### config.mk
export PLATFORM = sky130hd
export DESIGN_NAME = ffs_status_regs
export DESIGN_NICKNAME = d
export VERILOG_FILES = /design/src/common/ffs_pkg.sv /design/src/rtl/ffs_ocp_timer.sv /design/src/rtl/ffs_status_regs.sv
export SDC_FILE = /design/constraint.sdc
export NUM_CORES = 1
export LEC_CHECK = 0
export BUFFER_PORTS_ARGS = -buffer_cell sky130_fd_sc_hd__buf_4
export CORE_MARGIN = 2
export CORE_UTILIZATION = 47
export CTS_CLUSTER_SIZE = 16
export DETAILED_ROUTE_END_ITERATION = 16
export PLACE_DENSITY = 0.82
export SYNTH_ARGS = -nofsm -noshare
export SYNTH_HDL_FRONTEND = slang
export SYNTH_SLANG_ARGS = --single-unit
### constraint.sdc
create_clock -name clk -period 2.1 [get_ports clk]
set_clock_uncertainty 0.2 [all_clocks]
set_input_delay 0 -clock clk [delete_from_list [all_inputs] [get_ports clk]]
set_output_delay 0 -clock clk [all_outputs]
set_load 0.01 [all_outputs]
### src/common/ffs_pkg.sv
// Package with offsets, bit positions and carrier types for fault status flags
package ffs_pkg;

  localparam logic [7:0] FFS_OFF_MON_FAULT  = 8'h00;
  localparam logic [7:0] FFS_OFF_SUPPLY_REF = 8'h01;

  // Bit positions in monitor_fault_status
  localparam int FFS_B0_MONITOR_INPUT_5 = 0;
  localparam int FFS_B0_MONITOR_INPUT_4 = 1;
  localparam int FFS_B0_OCP_TIMEOUT     = 5;
  localparam int FFS_B0_UNDERVOLT       = 6;
  localparam int FFS_B0_OVERVOLT        = 7;

  // Bit positions in supply_reference_status
  localparam int FFS_B1_SUPPLY_OV  = 0;
  localparam int FFS_B1_EXT_REF_OK = 1;
  localparam int FFS_B1_INT_REF_OK = 2;

  // Reset images: ok flags read high, fault flags low
  localparam logic [7:0] FFS_RST_MON_FAULT  = 8'h00;
  localparam logic [7:0] FFS_RST_SUPPLY_REF = 8'h06;
  localparam logic [7:0] FFS_UNMAPPED_DATA  = 8'h00;

  // Overcurrent timeout, arbitrary default in clock cycles
  localparam int FFS_OCP_TIMEOUT_CYC = 100;

  localparam int FFS_NUM_MON = 5;

  // Raw condition inputs from the analog detectors
  typedef struct packed {
    logic [FFS_NUM_MON-1:0] monitor;   // Index 0 is monitor_input_1
    logic                   overcurrent;
    logic                   undervoltage;
    logic                   overvoltage;
    logic                   vdd_overvoltage;
    logic                   extref_overload;
    logic                   intref_fail;
  } ffs_cond_t;

  // Register access port from the serial management engine
  typedef struct packed {
    logic [7:0] addr;
    logic       wr;
    logic [7:0] wdata;
    logic       rd;
  } ffs_req_t;

endpackage : ffs_pkg

### src/rtl/ffs_ocp_timer.sv
// Overcurrent persistence timer producing the timed-out indication
module ffs_ocp_timer #(
  parameter int TIMEOUT_CYC = ffs_pkg::FFS_OCP_TIMEOUT_CYC
) (
  input  wire logic clk,
  input  wire logic reset,
  input  wire logic overcurrent,
  output logic      timed_out
);

  localparam int CW = $clog2(TIMEOUT_CYC + 1);
  localparam logic [CW-1:0] LAST = CW'(TIMEOUT_CYC - 1);

  if (TIMEOUT_CYC < 1) begin : g_chk
    $error("TIMEOUT_CYC must be at least one");
  end

  typedef enum logic [2:0] {
    FFS_T_IDLE    = 3'h1,
    FFS_T_COUNT   = 3'h2,
    FFS_T_EXPIRED = 3'h4
  } ffs_tstate_t;

  ffs_tstate_t   state_r, state_nxt;
  logic [CW-1:0] cnt_r, cnt_nxt;

  always_comb begin
    state_nxt = state_r;
    cnt_nxt   = cnt_r;
    unique case (state_r)
      FFS_T_IDLE: begin
        if (overcurrent) begin
          cnt_nxt   = CW'(1);
          state_nxt = (TIMEOUT_CYC == 1) ? FFS_T_EXPIRED : FFS_T_COUNT;
        end
      end
      FFS_T_COUNT: begin
        if (!overcurrent) begin
          cnt_nxt   = '0;
          state_nxt = FFS_T_IDLE;
        end else if (cnt_r == LAST) begin
          state_nxt = FFS_T_EXPIRED;
        end else begin
          cnt_nxt = cnt_r + CW'(1);
        end
      end
      FFS_T_EXPIRED: begin
        // Flag is live, drops as soon as the overcurrent clears
        if (!overcurrent) begin
          cnt_nxt   = '0;
          state_nxt = FFS_T_IDLE;
        end
      end
      default: begin
        cnt_nxt   = '0;
        state_nxt = FFS_T_IDLE;
      end
    endcase
  end

  always_ff @(posedge clk) begin
    if (reset) begin
      state_r <= FFS_T_IDLE;
      cnt_r   <= '0;
    end else begin
      state_r <= state_nxt;
      cnt_r   <= cnt_nxt;
    end
  end

  assign timed_out = (state_r == FFS_T_EXPIRED);

  // Helper: consecutive overcurrent cycles seen so far, saturating
  logic [CW:0] h_run_r, h_run_nxt;

  always_comb begin
    h_run_nxt = h_run_r;
    if (!overcurrent) begin
      h_run_nxt = '0;
    end else if (h_run_r <= (CW+1)'(TIMEOUT_CYC)) begin
      h_run_nxt = h_run_r + (CW+1)'(1);
    end
  end

  always_ff @(posedge clk) begin
    if (reset) begin
      h_run_r <= '0;
    end else begin
      h_run_r <= h_run_nxt;
    end
  end

  property p_ocp_expiry;
    @(posedge clk) disable iff (reset)
      timed_out == (h_run_r >= (CW+1)'(TIMEOUT_CYC));
  endproperty
  a_ocp_expiry: assert property (p_ocp_expiry)
    else $error("Overcurrent timeout flag disagrees with run length");

endmodule : ffs_ocp_timer

### src/rtl/ffs_status_regs.sv
// Read-only monitor and fault status registers with register access port
module ffs_status_regs #(
  parameter int OCP_TIMEOUT_CYC = ffs_pkg::FFS_OCP_TIMEOUT_CYC
) (
  input  wire logic               clk,
  input  wire logic               reset,
  input  wire ffs_pkg::ffs_cond_t cond,
  input  wire ffs_pkg::ffs_req_t  req,
  output logic [7:0]              reg_rdata,
  output logic                    reg_rvalid,
  output logic [7:0]              monitor_fault_status,
  output logic [7:0]              supply_reference_status
);

  if (OCP_TIMEOUT_CYC < 1) begin : g_chk
    $error("OCP_TIMEOUT_CYC must be at least one");
  end

  function automatic logic addr_is(input logic [7:0] a,
                                   input logic [7:0] off);
    return a == off;
  endfunction : addr_is

  logic       ocp_timed_out;
  logic [7:0] img0_r, img0_nxt;
  logic [7:0] img1_r, img1_nxt;
  logic [7:0] rdata_r, rdata_nxt;
  logic       rvalid_r, rvalid_nxt;

  ffs_ocp_timer #(
    .TIMEOUT_CYC (OCP_TIMEOUT_CYC)
  ) u_ocp_timer (
    .clk         (clk),
    .reset       (reset),
    .overcurrent (cond.overcurrent),
    .timed_out   (ocp_timed_out)
  );

  // Images track their sources every cycle; the write port has no path in
  always_comb begin
    img0_nxt = 8'h00;
    img1_nxt = 8'h00;
    img0_nxt[ffs_pkg::FFS_B0_MONITOR_INPUT_5] = cond.monitor[4];
    for (int i = 0; i < 4; i++) begin
      img0_nxt[ffs_pkg::FFS_B0_MONITOR_INPUT_4 + i] =
          cond.monitor[3-i];
    end
    img0_nxt[ffs_pkg::FFS_B0_OCP_TIMEOUT] = ocp_timed_out;
    img0_nxt[ffs_pkg::FFS_B0_UNDERVOLT]   = cond.undervoltage;
    img0_nxt[ffs_pkg::FFS_B0_OVERVOLT]    = cond.overvoltage;
    img1_nxt[ffs_pkg::FFS_B1_SUPPLY_OV]  = cond.vdd_overvoltage;
    img1_nxt[ffs_pkg::FFS_B1_EXT_REF_OK] = !cond.extref_overload;
    img1_nxt[ffs_pkg::FFS_B1_INT_REF_OK] = !cond.intref_fail;
  end

  always_ff @(posedge clk) begin
    if (reset) begin
      img0_r <= ffs_pkg::FFS_RST_MON_FAULT;
      img1_r <= ffs_pkg::FFS_RST_SUPPLY_REF;
    end else begin
      img0_r <= img0_nxt;
      img1_r <= img1_nxt;
    end
  end

  // Read path; unmapped addresses return zero rather than stale data
  always_comb begin
    rvalid_nxt = req.rd;
    rdata_nxt  = rdata_r;
    if (req.rd) begin
      if (addr_is(req.addr, ffs_pkg::FFS_OFF_MON_FAULT)) begin
        rdata_nxt = img0_r;
      end else if (addr_is(req.addr, ffs_pkg::FFS_OFF_SUPPLY_REF)) begin
        rdata_nxt = img1_r;
      end else begin
        rdata_nxt = ffs_pkg::FFS_UNMAPPED_DATA;
      end
    end
  end

  always_ff @(posedge clk) begin
    if (reset) begin
      rdata_r  <= 8'h00;
      rvalid_r <= 1'b0;
    end else begin
      rdata_r  <= rdata_nxt;
      rvalid_r <= rvalid_nxt;
    end
  end

  assign reg_rdata               = rdata_r;
  assign reg_rvalid              = rvalid_r;
  assign monitor_fault_status    = img0_r;
  assign supply_reference_status = img1_r;

  property p_mon_low;
    @(posedge clk) disable iff (reset)
      ##1 (img0_r[4:1] == {$past(cond.monitor[0]), $past(cond.monitor[1]),
                           $past(cond.monitor[2]), $past(cond.monitor[3])});
  endproperty
  a_mon_low: assert property (p_mon_low)
    else $error("Monitor bits 1-4 do not follow inputs four to one");

  property p_monitor_input_5;
    @(posedge clk) disable iff (reset)
      ##1 img0_r[0] == $past(cond.monitor[4]);
  endproperty
  a_monitor_input_5: assert property (p_monitor_input_5)
    else $error("Monitor five bit did not follow its input");

  property p_ocpto;
    @(posedge clk) disable iff (reset)
      !cond.overcurrent |=> ##1 !img0_r[5];
  endproperty
  a_ocpto: assert property (p_ocpto)
    else $error("Overcurrent timeout bit set without overcurrent");

  property p_ocpto_hold;
    @(posedge clk) disable iff (reset)
      (cond.overcurrent [*2] ##0 ocp_timed_out) |=> img0_r[5];
  endproperty
  a_ocpto_hold: assert property (p_ocpto_hold)
    else $error("Overcurrent timeout bit not shown");

  property p_uv;
    @(posedge clk) disable iff (reset)
      cond.undervoltage |=> img0_r[6];
  endproperty
  a_uv: assert property (p_uv)
    else $error("Undervoltage bit not set");

  property p_ov;
    @(posedge clk) disable iff (reset)
      ##1 img0_r[7] == $past(cond.overvoltage);
  endproperty
  a_ov: assert property (p_ov)
    else $error("Overvoltage bit does not follow detector");

  property p_vddov;
    @(posedge clk) disable iff (reset)
      $fell(cond.vdd_overvoltage) |=> !img1_r[0];
  endproperty
  a_vddov: assert property (p_vddov)
    else $error("Supply overvoltage bit did not clear");

  property p_extref;
    @(posedge clk) disable iff (reset)
      ##1 img1_r[1] != $past(cond.extref_overload);
  endproperty
  a_extref: assert property (p_extref)
    else $error("Reference overload bit has wrong polarity");

  property p_intref;
    @(posedge clk) disable iff (reset)
      cond.intref_fail |=> !img1_r[2];
  endproperty
  a_intref: assert property (p_intref)
    else $error("Internal reference bit not low on failure");

  property p_wr_ignored;
    @(posedge clk) disable iff (reset)
      // Sources held across the write, so any image change is the write's
      req.wr ##1 ($stable(cond) && $stable(ocp_timed_out))
        |=> ($stable(img0_r) && $stable(img1_r));
  endproperty
  a_wr_ignored: assert property (p_wr_ignored)
    else $error("Write altered a status register");

  property p_rd_data;
    @(posedge clk) disable iff (reset)
      (req.rd && req.addr == ffs_pkg::FFS_OFF_SUPPLY_REF)
        |=> (reg_rvalid && reg_rdata == $past(img1_r));
  endproperty
  a_rd_data: assert property (p_rd_data)
    else $error("Read of supply status returned wrong data");

  property p_rd_status0;
    @(posedge clk) disable iff (reset)
      (req.rd && req.addr == ffs_pkg::FFS_OFF_MON_FAULT)
        |=> (reg_rvalid && reg_rdata == $past(img0_r));
  endproperty
  a_rd_status0: assert property (p_rd_status0)
    else $error("Read of monitor status returned wrong data");

  property p_uv_clear;
    @(posedge clk) disable iff (reset)
      !cond.undervoltage |=> !img0_r[6];
  endproperty
  a_uv_clear: assert property (p_uv_clear)
    else $error("Undervoltage bit set without undervoltage");

  property p_vddov_set;
    @(posedge clk) disable iff (reset)
      cond.vdd_overvoltage |=> img1_r[0];
  endproperty
  a_vddov_set: assert property (p_vddov_set)
    else $error("Supply overvoltage bit not set");

  property p_intref_ok;
    @(posedge clk) disable iff (reset)
      !cond.intref_fail |=> img1_r[2];
  endproperty
  a_intref_ok: assert property (p_intref_ok)
    else $error("Internal reference bit low while reference sound");

  property p_wr_no_rvalid;
    @(posedge clk) disable iff (reset)
      (req.wr && !req.rd) |=> !reg_rvalid;
  endproperty
  a_wr_no_rvalid: assert property (p_wr_no_rvalid)
    else $error("Write produced a read response");

  property p_wr_no_rdata;
    @(posedge clk) disable iff (reset)
      (req.wr && !req.rd) |=> $stable(reg_rdata);
  endproperty
  a_wr_no_rdata: assert property (p_wr_no_rdata)
    else $error("Write disturbed the read data");

endmodule : ffs_status_regs

==> results of run 1 <==
## per-stage QoR
stage | total power, W | cells | utilization, % | worst slack [ns]
after global routing | 0.00128 | 246 | 74.7 | -0.0540
after CTS | 0.00123 | 246 | 74.3 | 0.00512
after floorplan | 0.000675 | 147 | - | 0.493
final | 0.00123 | 246 | 74.7 | 0.0348
after detailed placement | 0.000730 | 208 | 60.6 | 0.363
after global placement | 0.000725 | 208 | 60.6 | 0.437
## where the power goes
| part | leakage, nW | total, W | internal, W | switching (W) |
|---|---|---|---|---|
| Sequential | 0.245 | 0.000600 | 0.000584 | 0.0000151 |
| Combinational | 0.557 | 0.000168 | 0.0000964 | 0.0000720 |
| Clock | 0.0450 | 0.000459 | 0.000247 | 0.000213 |
## repair_timing
| item | CTS | global route |
|---|---|---|
| setup buffers | 0 | 0 |
| setup endpoints to repair | 0 | 6 |
| hold endpoints to repair | 30 | 6 |
| resized for setup | 0 | 2 |
## worst max-delay path: stages
cell and delay, ns:
dlygate4sd3_1 0.55, buf_4 0.15, nor4b_4 0.47, nand4b_1 0.15, dlygate4sd3_1 0.58, a21oi_1 0.21
## layout make-up
cell class	count	area [sq um]
clock inverters	3	40.0
fillers	192	698
inverters	4	15.0
clock buffers	5	37.5
repair buffers	71	611
flip-flops and latches	30	601
well taps	31	38.8
multi-input cells	102	717
## per-layer routing
layer	vias to the layer above	global-route usage [%]	share of wire, %
met5	-	0	0
met4	0	8.64	1.0
met3	6	6.25	5.7
met2	63	50.0	53
met1	683	31.0	40
li1	666	-	-
## cell usage in the layout, fill, tap and decap left out, types with 3 or more instances in the layout
cell type      instances
buf_4                 41
dfxtp_1               30
dlygate4sd3_1         29
nand2_1               13
nor2b_1                9
nand3_1                8
a21oi_1                7
nand4b_1               6
o211ai_1               6
nor2_1                 5
nand3b_1               5
conb_1                 5
clkbuf_4               5
o2111ai_1              4
o21ai_0                3
inv_1                  3
mux2_2                 3
a32oi_1                3
## flip-flops by register name (all words and copies together) (netlist names)
name,cells
monitor_fault_status,8
reg_rdata,8
u_ocp_timer.cnt_r,7
supply_reference_status,3
u_ocp_timer.state_r,3
reg_rvalid,1
## cell families after synthesis
logic type                 synth area share (%)
buffers and inverters                      5.66
xor gates and xnor gates                  0.639
adders and majority gates                 0.912
other                                     0.273
DFF                                        43.8
muxes                                      2.46
and+or+nand+nor                            29.5
AOI/OAI and AO/OA                          16.8
## path summary, 6_finish.rpt
kind / cells after the start / from / endpoint / slack (ns)
min: 4 / req[13] / reg_rdata[7] / -0.17
min reg2reg: 2 / reg_rdata[4] / reg_rdata[4] / 0.29
max reg2reg: 3 / u_ocp_timer.state_r[2] / u_ocp_timer.state_r[0] / 0.34
max: 6 / req[12] / reg_rdata[3] / 0.03
==> summary.txt, run 1 <==
Synthesis
  • Synth top area cells: dfxtp_1 44%, nor2b_1 4.1%, nand4b_1 3.8%
  • Post-synth EDFFs: 0
  • Warnings, synthesis: 0
  • Post-Synthesis Cell Area: 0.00137 sq mm
  • Synth unique cells: 40
  • Mapped Avg Cell Area: 9.59 sq um
  • Most common cell in the netlist: dfxtp_1
  • Synth Flop Type: dfxtp_1
  • Post-synth top cells: 30 x dfxtp_1, 13 x nand2_1, 9 x nor2b_1
  • Post-synth ARST share: 0%
  • Cell count after synthesis: 143
  • #FFs+latches synth: 30
  • Post-synth top area cell: dfxtp_1
  • Yosys top cell area share: between 40% and 50%
  • Sequential-to-total area share from yosys stat: 43.8%

Setup path
  • CP endpoint kind: register
  • Critical path launch point type: input pin
  • CP Class: in2reg
  • Worst EP required: 2.15 ns
  • Worst Path Max Fanout: 8
  • CP arrival: approximately 2.1 ns

Timing
  • Post-layout minimum cycle time: 2.07 ns
  • Final hold vios: 6
  • Final Max Tran Viols: 0
  • Fmax: 484 MHz
  • # setup viols final: 0
  • Setup TNS: 0 ns
  • Measured slew at the worst slew-check pin: 0.531 ns
  • Final worst-path cycle share: 98.3%
  • Slew margin rel.: 64.4%
  • Hold_ws: -0.169 ns

Floorplanning
  • DIE WIDTH: 58.0 microns
  • Cell Rows: 19
  • Core ar.: around 0.0028 sq mm
  • Die height: 58.0 microns
  • # IOs: 56
  • Starting Density: 49.7%
  • Die Area: 0.00337 sq mm

Place
  • Placed Instance Area: 0.00167 sq mm
  • Hpwl dp: between 2000 and 2500 microns
  • # port buffers: 41
  • RePlAce Congestion: a little under 0.9

Job
  • Maximum capacitance violations: 0

Clock network
  • TritonCTS Sinks: 30
  • Longest Clk Path Bufs: 2
  • CTS tree: built
  • Cts hold-fix bufs: 30
  • Root buffer cell: clkbuf_4
  • Clk slew on worst S/H paths: 0.11 ns
  • Worst-Skew Late Latency: approximately 0.33 ns
  • TritonCTS buffer count: 5
  • H-Tree Depth: 2

Drt
  • Initial DRC count: 65
  • Vias per inst: about 5.8
  • Routed WL per cell: 17.7 microns
  • Total wire length: about 4400 microns
  • DRC: 0
  • Antenna-violating nets left: 0
  • Total iterations of the first detailed-routing run: 5
  • Routed via count: approximately 1400

Pwr
  • Worst vdd ir: 582 uV
  • Power per Cell Area: 596 mW/mm^2
  • LEAKAGE: ~0.85 nW

Final layout
  • P&R area growth vs syn: 50.2%
  • Nets: 246
  • Antenna cell count: 0
  • Share of cells above drive strength 1: 27.4%
  • Fin area: 0.00206 sq mm

Global routing
  • Global-route wire length before repair: 6930 microns
  • Initial antenna violation count: 0
  • GRT Total Usage: 27.3%
  • Grt total ovfl: 0
  • Number of global-route vias before repair: 1426
  • Largest net degree at the start of global routing: 26

Run status
  • Failing checks: negative hold slack
  • Status: finished, violations left

Worst hold path
  • HP Class: in2reg
Power figures use the tool's default switching activity.
==> inputs of run 2 (changes only) <==
- MAX_ROUTING_LAYER: unset -> met4
==> summary.txt, run 2 (same netlist as run 1, synthesis figures left out) <==
Setup path
  • CP peak stage delay: 0.75 ns (was 0.58 ns)
  • CP arrival: 2.02 ns (was 2.12 ns)
  • Crit path max-delay family: buffers and inverters (unchanged)
  • Worst Path Max Fanout: 5 (was 8)
  • CP Buf/Inv Count: 3 (unchanged)
  • CP Class: in2reg (unchanged)
  • CP endpoint kind: register (unchanged)
  • Most frequent CP cell: dlygate4sd3_1 (unchanged)
  • Critical path launch point type: input pin (unchanged)
  • Slowest CP cell: dlygate4sd3_1 (unchanged)
  • Worst EP required: 2.16 ns (was 2.15 ns)
  • Critical-path cell list: dlygate4sd3_1 -> buf_4 -> nor4b_4 -> dlygate4sd3_1 -> nand4b_1 -> a21oi_1 (was dlygate4sd3_1 -> buf_4 -> nor4b_4 -> nand4b_1 -> dlygate4sd3_1 -> a21oi_1)

Global routing
  • Global-route wire length before repair: 6270 microns (was 6930 microns)
  • Grt total ovfl: 0 (unchanged)
  • Number of global-route vias before repair: 1372 (was 1426)
  • Initial antenna violation count: 0 (unchanged)
  • Largest net degree at the start of global routing: 26 (unchanged)
  • GRT Total Usage: 25.4% (was 27.3%)

Timing
  • Post-layout minimum cycle time: 1.96 ns (was 2.07 ns)
  • # setup viols final: 0 (unchanged)
  • RSZ-0062 raised after global routing: false
  • Fmax: 511 MHz (was 484 MHz)
  • Final hold vios: 0 (was 6)
  • Measured slew at the worst slew-check pin: 0.509 ns (was 0.531 ns)
  • Setup TNS: 0 ns (unchanged)
  • Hold_ws: 0.289 ns (was -0.169 ns)
  • Final worst-path cycle share: 93.3% (was 98.3%)
  • Slew margin rel.: 66.0% (was 64.4%)
  • Final Max Tran Viols: 0 (unchanged)

Floorplanning
  • Cell Rows: 19 (unchanged)
  • DIE WIDTH: 58.0 microns (unchanged)
  • Die height: 58.0 microns (unchanged)
  • Core ar.: 0.00276 sq mm (unchanged)
  • Die Area: 0.00337 sq mm (unchanged)
  • # IOs: 56 (unchanged)
  • Starting Density: 49.7% (unchanged)

Job
  • Maximum capacitance violations: 0 (unchanged)

Clock network
  • Post-CTS setup buffers: 0 (unchanged)
  • Worst-Skew Late Latency: 0.33 ns (about the same)
  • Clk slew on worst S/H paths: 0.09 ns (was 0.11 ns)
  • Root buffer cell: clkbuf_4 (unchanged)
  • TritonCTS buffer count: 5 (unchanged)
  • TritonCTS Sinks: 30 (unchanged)
  • Longest Clk Path Bufs: 2 (unchanged)
  • H-Tree Depth: 2 (unchanged)
  • CTS tree: built (unchanged)

Final layout
  • Nets: 248 (was 246)
  • P&R area growth vs syn: 50.6% (was 50.2%)
  • Most frequent cells in the layout: 42 x buf_4, 31 x dlygate4sd3_1, 30 x dfxtp_1 (was 41 x buf_4, 30 x dfxtp_1, 29 x dlygate4sd3_1)
  • Antenna cell count: 0 (unchanged)
  • Most common cell after layout, fill and taps aside: buf_4 (unchanged)
  • Fill cells: 165 (was 192)
  • Share of cells above drive strength 1: 27.2% (was 27.4%)

Drt
  • Antenna-violating nets left: 0 (unchanged)
  • Routed WL per cell: 16.0 microns (was 17.7 microns)
  • Initial DRC count: 45 (was 65)
  • Routed via count: 1403 (was 1418)
  • Total iterations of the first detailed-routing run: 4 (was 5)
  • Vias per inst: 5.66 (was 5.76)
  • Total wire length: 3960 microns (was 4360 microns)
  • DRC: 0 (unchanged)

Place
  • # port buffers: 41 (unchanged)
  • Hpwl dp: 2160 microns (was 2240 microns)
  • RePlAce Congestion: 0.895 (was 0.892)

Run status
  • Status: finished, final reports clean (was finished, violations left)

Pwr
  • Worst vdd ir: 477 uV (was 582 uV)
  • Power per Cell Area: 545 mW/mm^2 (was 596 mW/mm^2)
  • LEAKAGE: 0.833 nW (was 0.847 nW)

Worst hold path
  • HP Class: reg2reg (was in2reg)
[run 2: changes by cell type in the layout (fill, tap and decap cells not counted), sizes merged]
cell / delta
buf: +1
bufinv: -1
clkbuf: +2
clkinv: -1
dlygate4sd3: +2
dlymetal6s4s: -1
[run 2: worst reg2reg max path, stage by stage, from the launching register on]
cell and delay [ns]:
dfxtp_1 0.59, xor2_1 0.20, o2111ai_1 0.11, dlygate4sd3_1 0.56
[run 2: layout make-up]
class / count / area (sq um) / area share [%]
Clock inverter: 1 / 5.00 / 0.242
Inverter: 4 / 15.0 / 0.727
Timing Repair Buffer: 73 / 626 / 30.3
Clock buffer: 7 / 55.1 / 2.67
Multi-Input combinational cell: 102 / 726 / 35.1
Tap cell: 31 / 38.8 / 1.88
Sequential cell: 30 / 601 / 29.1
[run 2: metrics by stage]
step	setup WS [ns]	utilization, %	std cells	power [W]	instance area [sq um]
after detailed placement	0.397	60.8	209	0.000731	1680
final	0.141	74.9	248	0.00113	2070
after global placement	0.439	60.8	209	0.000727	1680
after floorplan	0.493	-	147	0.000675	1390
after CTS	0.0655	73.9	247	0.00112	2040
after global routing	0.0860	74.9	248	0.00118	2070
[run 2: routing by layer]
layer | vias to the layer above | track usage, % | wire length (microns) | share of wire, %
met5 | - | - | 0 | 0
met4 | 0 | 11.3 | 82 | 2.1
met3 | 11 | 7.37 | 278 | 7.0
met2 | 57 | 43.7 | 2000 | 50
met1 | 666 | 26.8 | 1600 | 40
li1 | 669 | - | - | -
[run 2: final timing paths]
| check | start | end | slack, ns | cells past startpoint |
|---|---|---|---|---|
| setup reg to reg | u_ocp_timer.state_r[2] | u_ocp_timer.state_r[0] | 0.34 | 3 |
| setup / recovery | req[0] | reg_rdata[7] | 0.14 | 6 |
| hold / removal | reg_rdata[3] | reg_rdata[3] | 0.29 | 2 |
| hold reg to reg | reg_rdata[3] | reg_rdata[3] | 0.29 | 2 |
[run 2: repair_timing]
item,CTS,global route
hold buffers,30,1
endpoints found under the hold margin,27,5
resized for setup,0,2
setup endpoints to repair,0,6
[run 2: power by group]
group	total (W)	switching, W	internal (W)	leakage [nW]
Combinational	0.000169	0.0000712	0.0000979	0.553
Clock	0.000358	0.000196	0.000162	0.0353
Sequential	0.000599	0.0000152	0.000584	0.245
Total	0.00113	0.000282	0.000844	0.833
==> inputs of run 3 (changes only) <==
- PLACE_DENSITY: 0.82 -> unset
- PLACE_DENSITY_LB_ADDON: unset -> 0.12
==> summary.txt, run 3 (same netlist as run 1, synthesis figures left out) <==
Run status
  • Status: finished, final reports clean (unchanged)

Global routing
  • Grt total ovfl: 0 (unchanged)
  • Largest net degree at the start of global routing: 26 (unchanged)
  • GRT Total Usage: 23.2% (was 25.4%)
  • Global-route wire length before repair: 5950 microns (was 6270 microns)
  • Number of global-route vias before repair: 1353 (was 1372)
  • Initial antenna violation count: 0 (unchanged)

Pwr
  • Combinational share of power: 15.3% (was 15.0%)
  • LEAKAGE: 0.820 nW (was 0.833 nW)
  • Reg power frac: 55.9% (was 53.2%)
  • Power per Cell Area: 522 mW/mm^2 (was 545 mW/mm^2)
  • Worst vdd ir: 498 uV (was 477 uV)
  • Psw: 0.000266 W (was 0.000282 W)
  • Clk pwr share: 28.8% (was 31.8%)
  • Power Internal: 0.000806 W (was 0.000844 W)
  • Switching Fraction: 24.8% (was 25.1%)

Worst hold path
  • HP Class: reg2reg (unchanged)
  • Hold_sp: reg_rdata[3] (unchanged)

Setup path
  • Slowest CP cell: dlygate4sd3_1 (unchanged)
  • Worst EP required: 2.13 ns (was 2.16 ns)
  • CP arrival: 1.98 ns (was 2.02 ns)
  • CP endpoint kind: register (unchanged)
  • Reg2reg start: u_ocp_timer.state_r[2] (unchanged)
  • Critical path launch point type: input pin (unchanged)
  • Worst Path Max Fanout: 5 (unchanged)
  • CP Class: in2reg (unchanged)
  • CP peak stage delay: 0.70 ns (was 0.75 ns)
  • Most frequent CP cell: dlygate4sd3_1 (unchanged)
  • Critical Path Start: req[0] (unchanged)
  • Critical-path cell list: dlygate4sd3_1 -> buf_4 -> nor4b_4 -> dlygate4sd3_1 -> nand4b_1 -> a21oi_1 (unchanged)

Floorplanning
  • Die Area: 0.00337 sq mm (unchanged)
  • Starting Density: 49.7% (unchanged)
  • DIE WIDTH: 58.0 microns (unchanged)
  • Die height: 58.0 microns (unchanged)
  • Cell Rows: 19 (unchanged)
  • Core ar.: 0.00276 sq mm (unchanged)
  • # IOs: 56 (unchanged)

Place
  • RePlAce Congestion: 0.865 (was 0.895)
  • Hpwl dp: 2100 microns (was 2160 microns)
  • DP Worst Slack: 0.390 ns (was 0.397 ns)
  • # port buffers: 41 (unchanged)

Timing
  • Hold_ws: 0.272 ns (was 0.289 ns)
  • Setup TNS: 0 ns (unchanged)
  • Final hold vios: 0 (unchanged)
  • Measured slew at the worst slew-check pin: 0.499 ns (was 0.509 ns)
  • Slew margin rel.: 66.6% (was 66.0%)
  • Final Max Tran Viols: 0 (unchanged)
  • RSZ-0062 raised after global routing: false (unchanged)
  • # setup viols final: 0 (unchanged)
  • Final worst-path cycle share: 92.9% (was 93.3%)
  • Post-layout minimum cycle time: 1.95 ns (was 1.96 ns)
  • Fmax: 513 MHz (was 511 MHz)
  • Setup ws final: 0.149 ns (was 0.141 ns)

Clock network
  • TritonCTS buffer count: 5 (unchanged)
  • Clk slew on worst S/H paths: 0.09 ns (about the same)
  • Post-CTS setup buffers: 0 (unchanged)
  • H-Tree Depth: 2 (unchanged)
  • Root buffer cell: clkbuf_4 (unchanged)
  • CTS tree: built (unchanged)
  • Worst-Skew Late Latency: 0.31 ns (was 0.33 ns)
  • TritonCTS Sinks: 30 (unchanged)
  • Longest Clk Path Bufs: 2 (unchanged)

Final layout
  • Most frequent cells in the layout: 41 x buf_4, 32 x dlygate4sd3_1, 30 x dfxtp_1 (was 42 x buf_4, 31 x dlygate4sd3_1, 30 x dfxtp_1)
  • Fill cells: 196 (was 165)
  • Nets: 248 (unchanged)
  • P&R area growth vs syn: 49.7% (was 50.6%)
  • Register Area: 601 sq um (unchanged)
  • Antenna cell count: 0 (unchanged)
  • Most common cell after layout, fill and taps aside: buf_4 (unchanged)
  • Multi-input gate area: 726 sq um (unchanged)
  • Share of cells above drive strength 1: 25.9% (was 27.2%)

Drt
  • DRC: 0 (unchanged)
  • Total iterations of the first detailed-routing run: 4 (unchanged)
  • Routed via count: 1368 (was 1403)
  • Antenna-violating nets left: 0 (unchanged)
  • Total wire length: 3620 microns (was 3960 microns)
  • Initial DRC count: 23 (was 45)
  • Routed WL per cell: 14.6 microns (was 16.0 microns)
  • Vias per inst: 5.54 (was 5.66)

Job
  • Maximum capacitance violations: 0 (unchanged)
run 3: changes by cell type in the layout (fill, tap and decap cells not counted), sizes merged:
cell         previous run  this run
buf                    42        41
clkinv                  2         1
dlygate4sd3            31        32
run 3: per-stage QoR:
| step | power (W) | util, % | area, sq um | instances |
|---|---|---|---|---|
| 3_5_place_dp | 0.000730 | 60.6 | 1670 | 208 |
| 3_3_place_gp | 0.000726 | 60.6 | 1670 | 208 |
| 5_1_grt | 0.00112 | 74.5 | 2050 | 247 |
| 2_1_floorplan | 0.000675 | - | 1390 | 147 |
| 6_report | 0.00107 | 74.5 | 2050 | 247 |
| 4_1_cts | 0.00107 | 73.8 | 2040 | 247 |
run 3: area by class of cell:
class | count | area share (%)
Tap cell | 31 | 1.89
Inverter | 4 | 0.731
Timing Repair Buffer | 73 | 30.6
Sequential cell | 30 | 29.3
Clock buffer | 7 | 2.19
Multi-Input combinational cell | 102 | 35.3
run 3: final timing paths:
check | depth (start not counted) | end | slack, ns
max reg2reg | 3 | u_ocp_timer.state_r[0] | 0.32
min | 2 | reg_rdata[3] | 0.27
max | 6 | reg_rdata[5] | 0.15
min reg2reg | 2 | reg_rdata[3] | 0.27
run 3: power by group through the flow:
| stage | registers [W] | logic [W] | clock network, W |
|---|---|---|---|
| global route | 0.000602 | 0.000178 | 0.000340 |
| detailed placement | 0.000612 | 0.000118 | 0 |
| finish | 0.000599 | 0.000164 | 0.000308 |
| global placement | 0.000611 | 0.000115 | 0 |
| CTS | 0.000599 | 0.000157 | 0.000315 |
| floorplan | 0.000612 | 0.0000625 | 0 |
run 3: per-layer routing:
layer / up-vias / track usage [%] / routed length, microns
met3: 6 / 5.13 / 240
met1: 644 / 27.3 / 1430
met2: 50 / 40.6 / 1920
met5: - / - / 0
li1: 668 / - / -
met4: 0 / 4.65 / 31
run 3: worst max-delay path, delay by kind of cell:
family | cells | cell delay [ns]
buf+inv | 3 | 1.34
compound gates | 1 | 0.17
simple gates | 2 | 0.46
run 3: timing repair:
item / CTS / global route
setup endpoints to repair: 0 / 2
hold buffers: 32 / 0
gates resized for setup: 0 / 2
endpoints found under the hold margin: 28 / 0
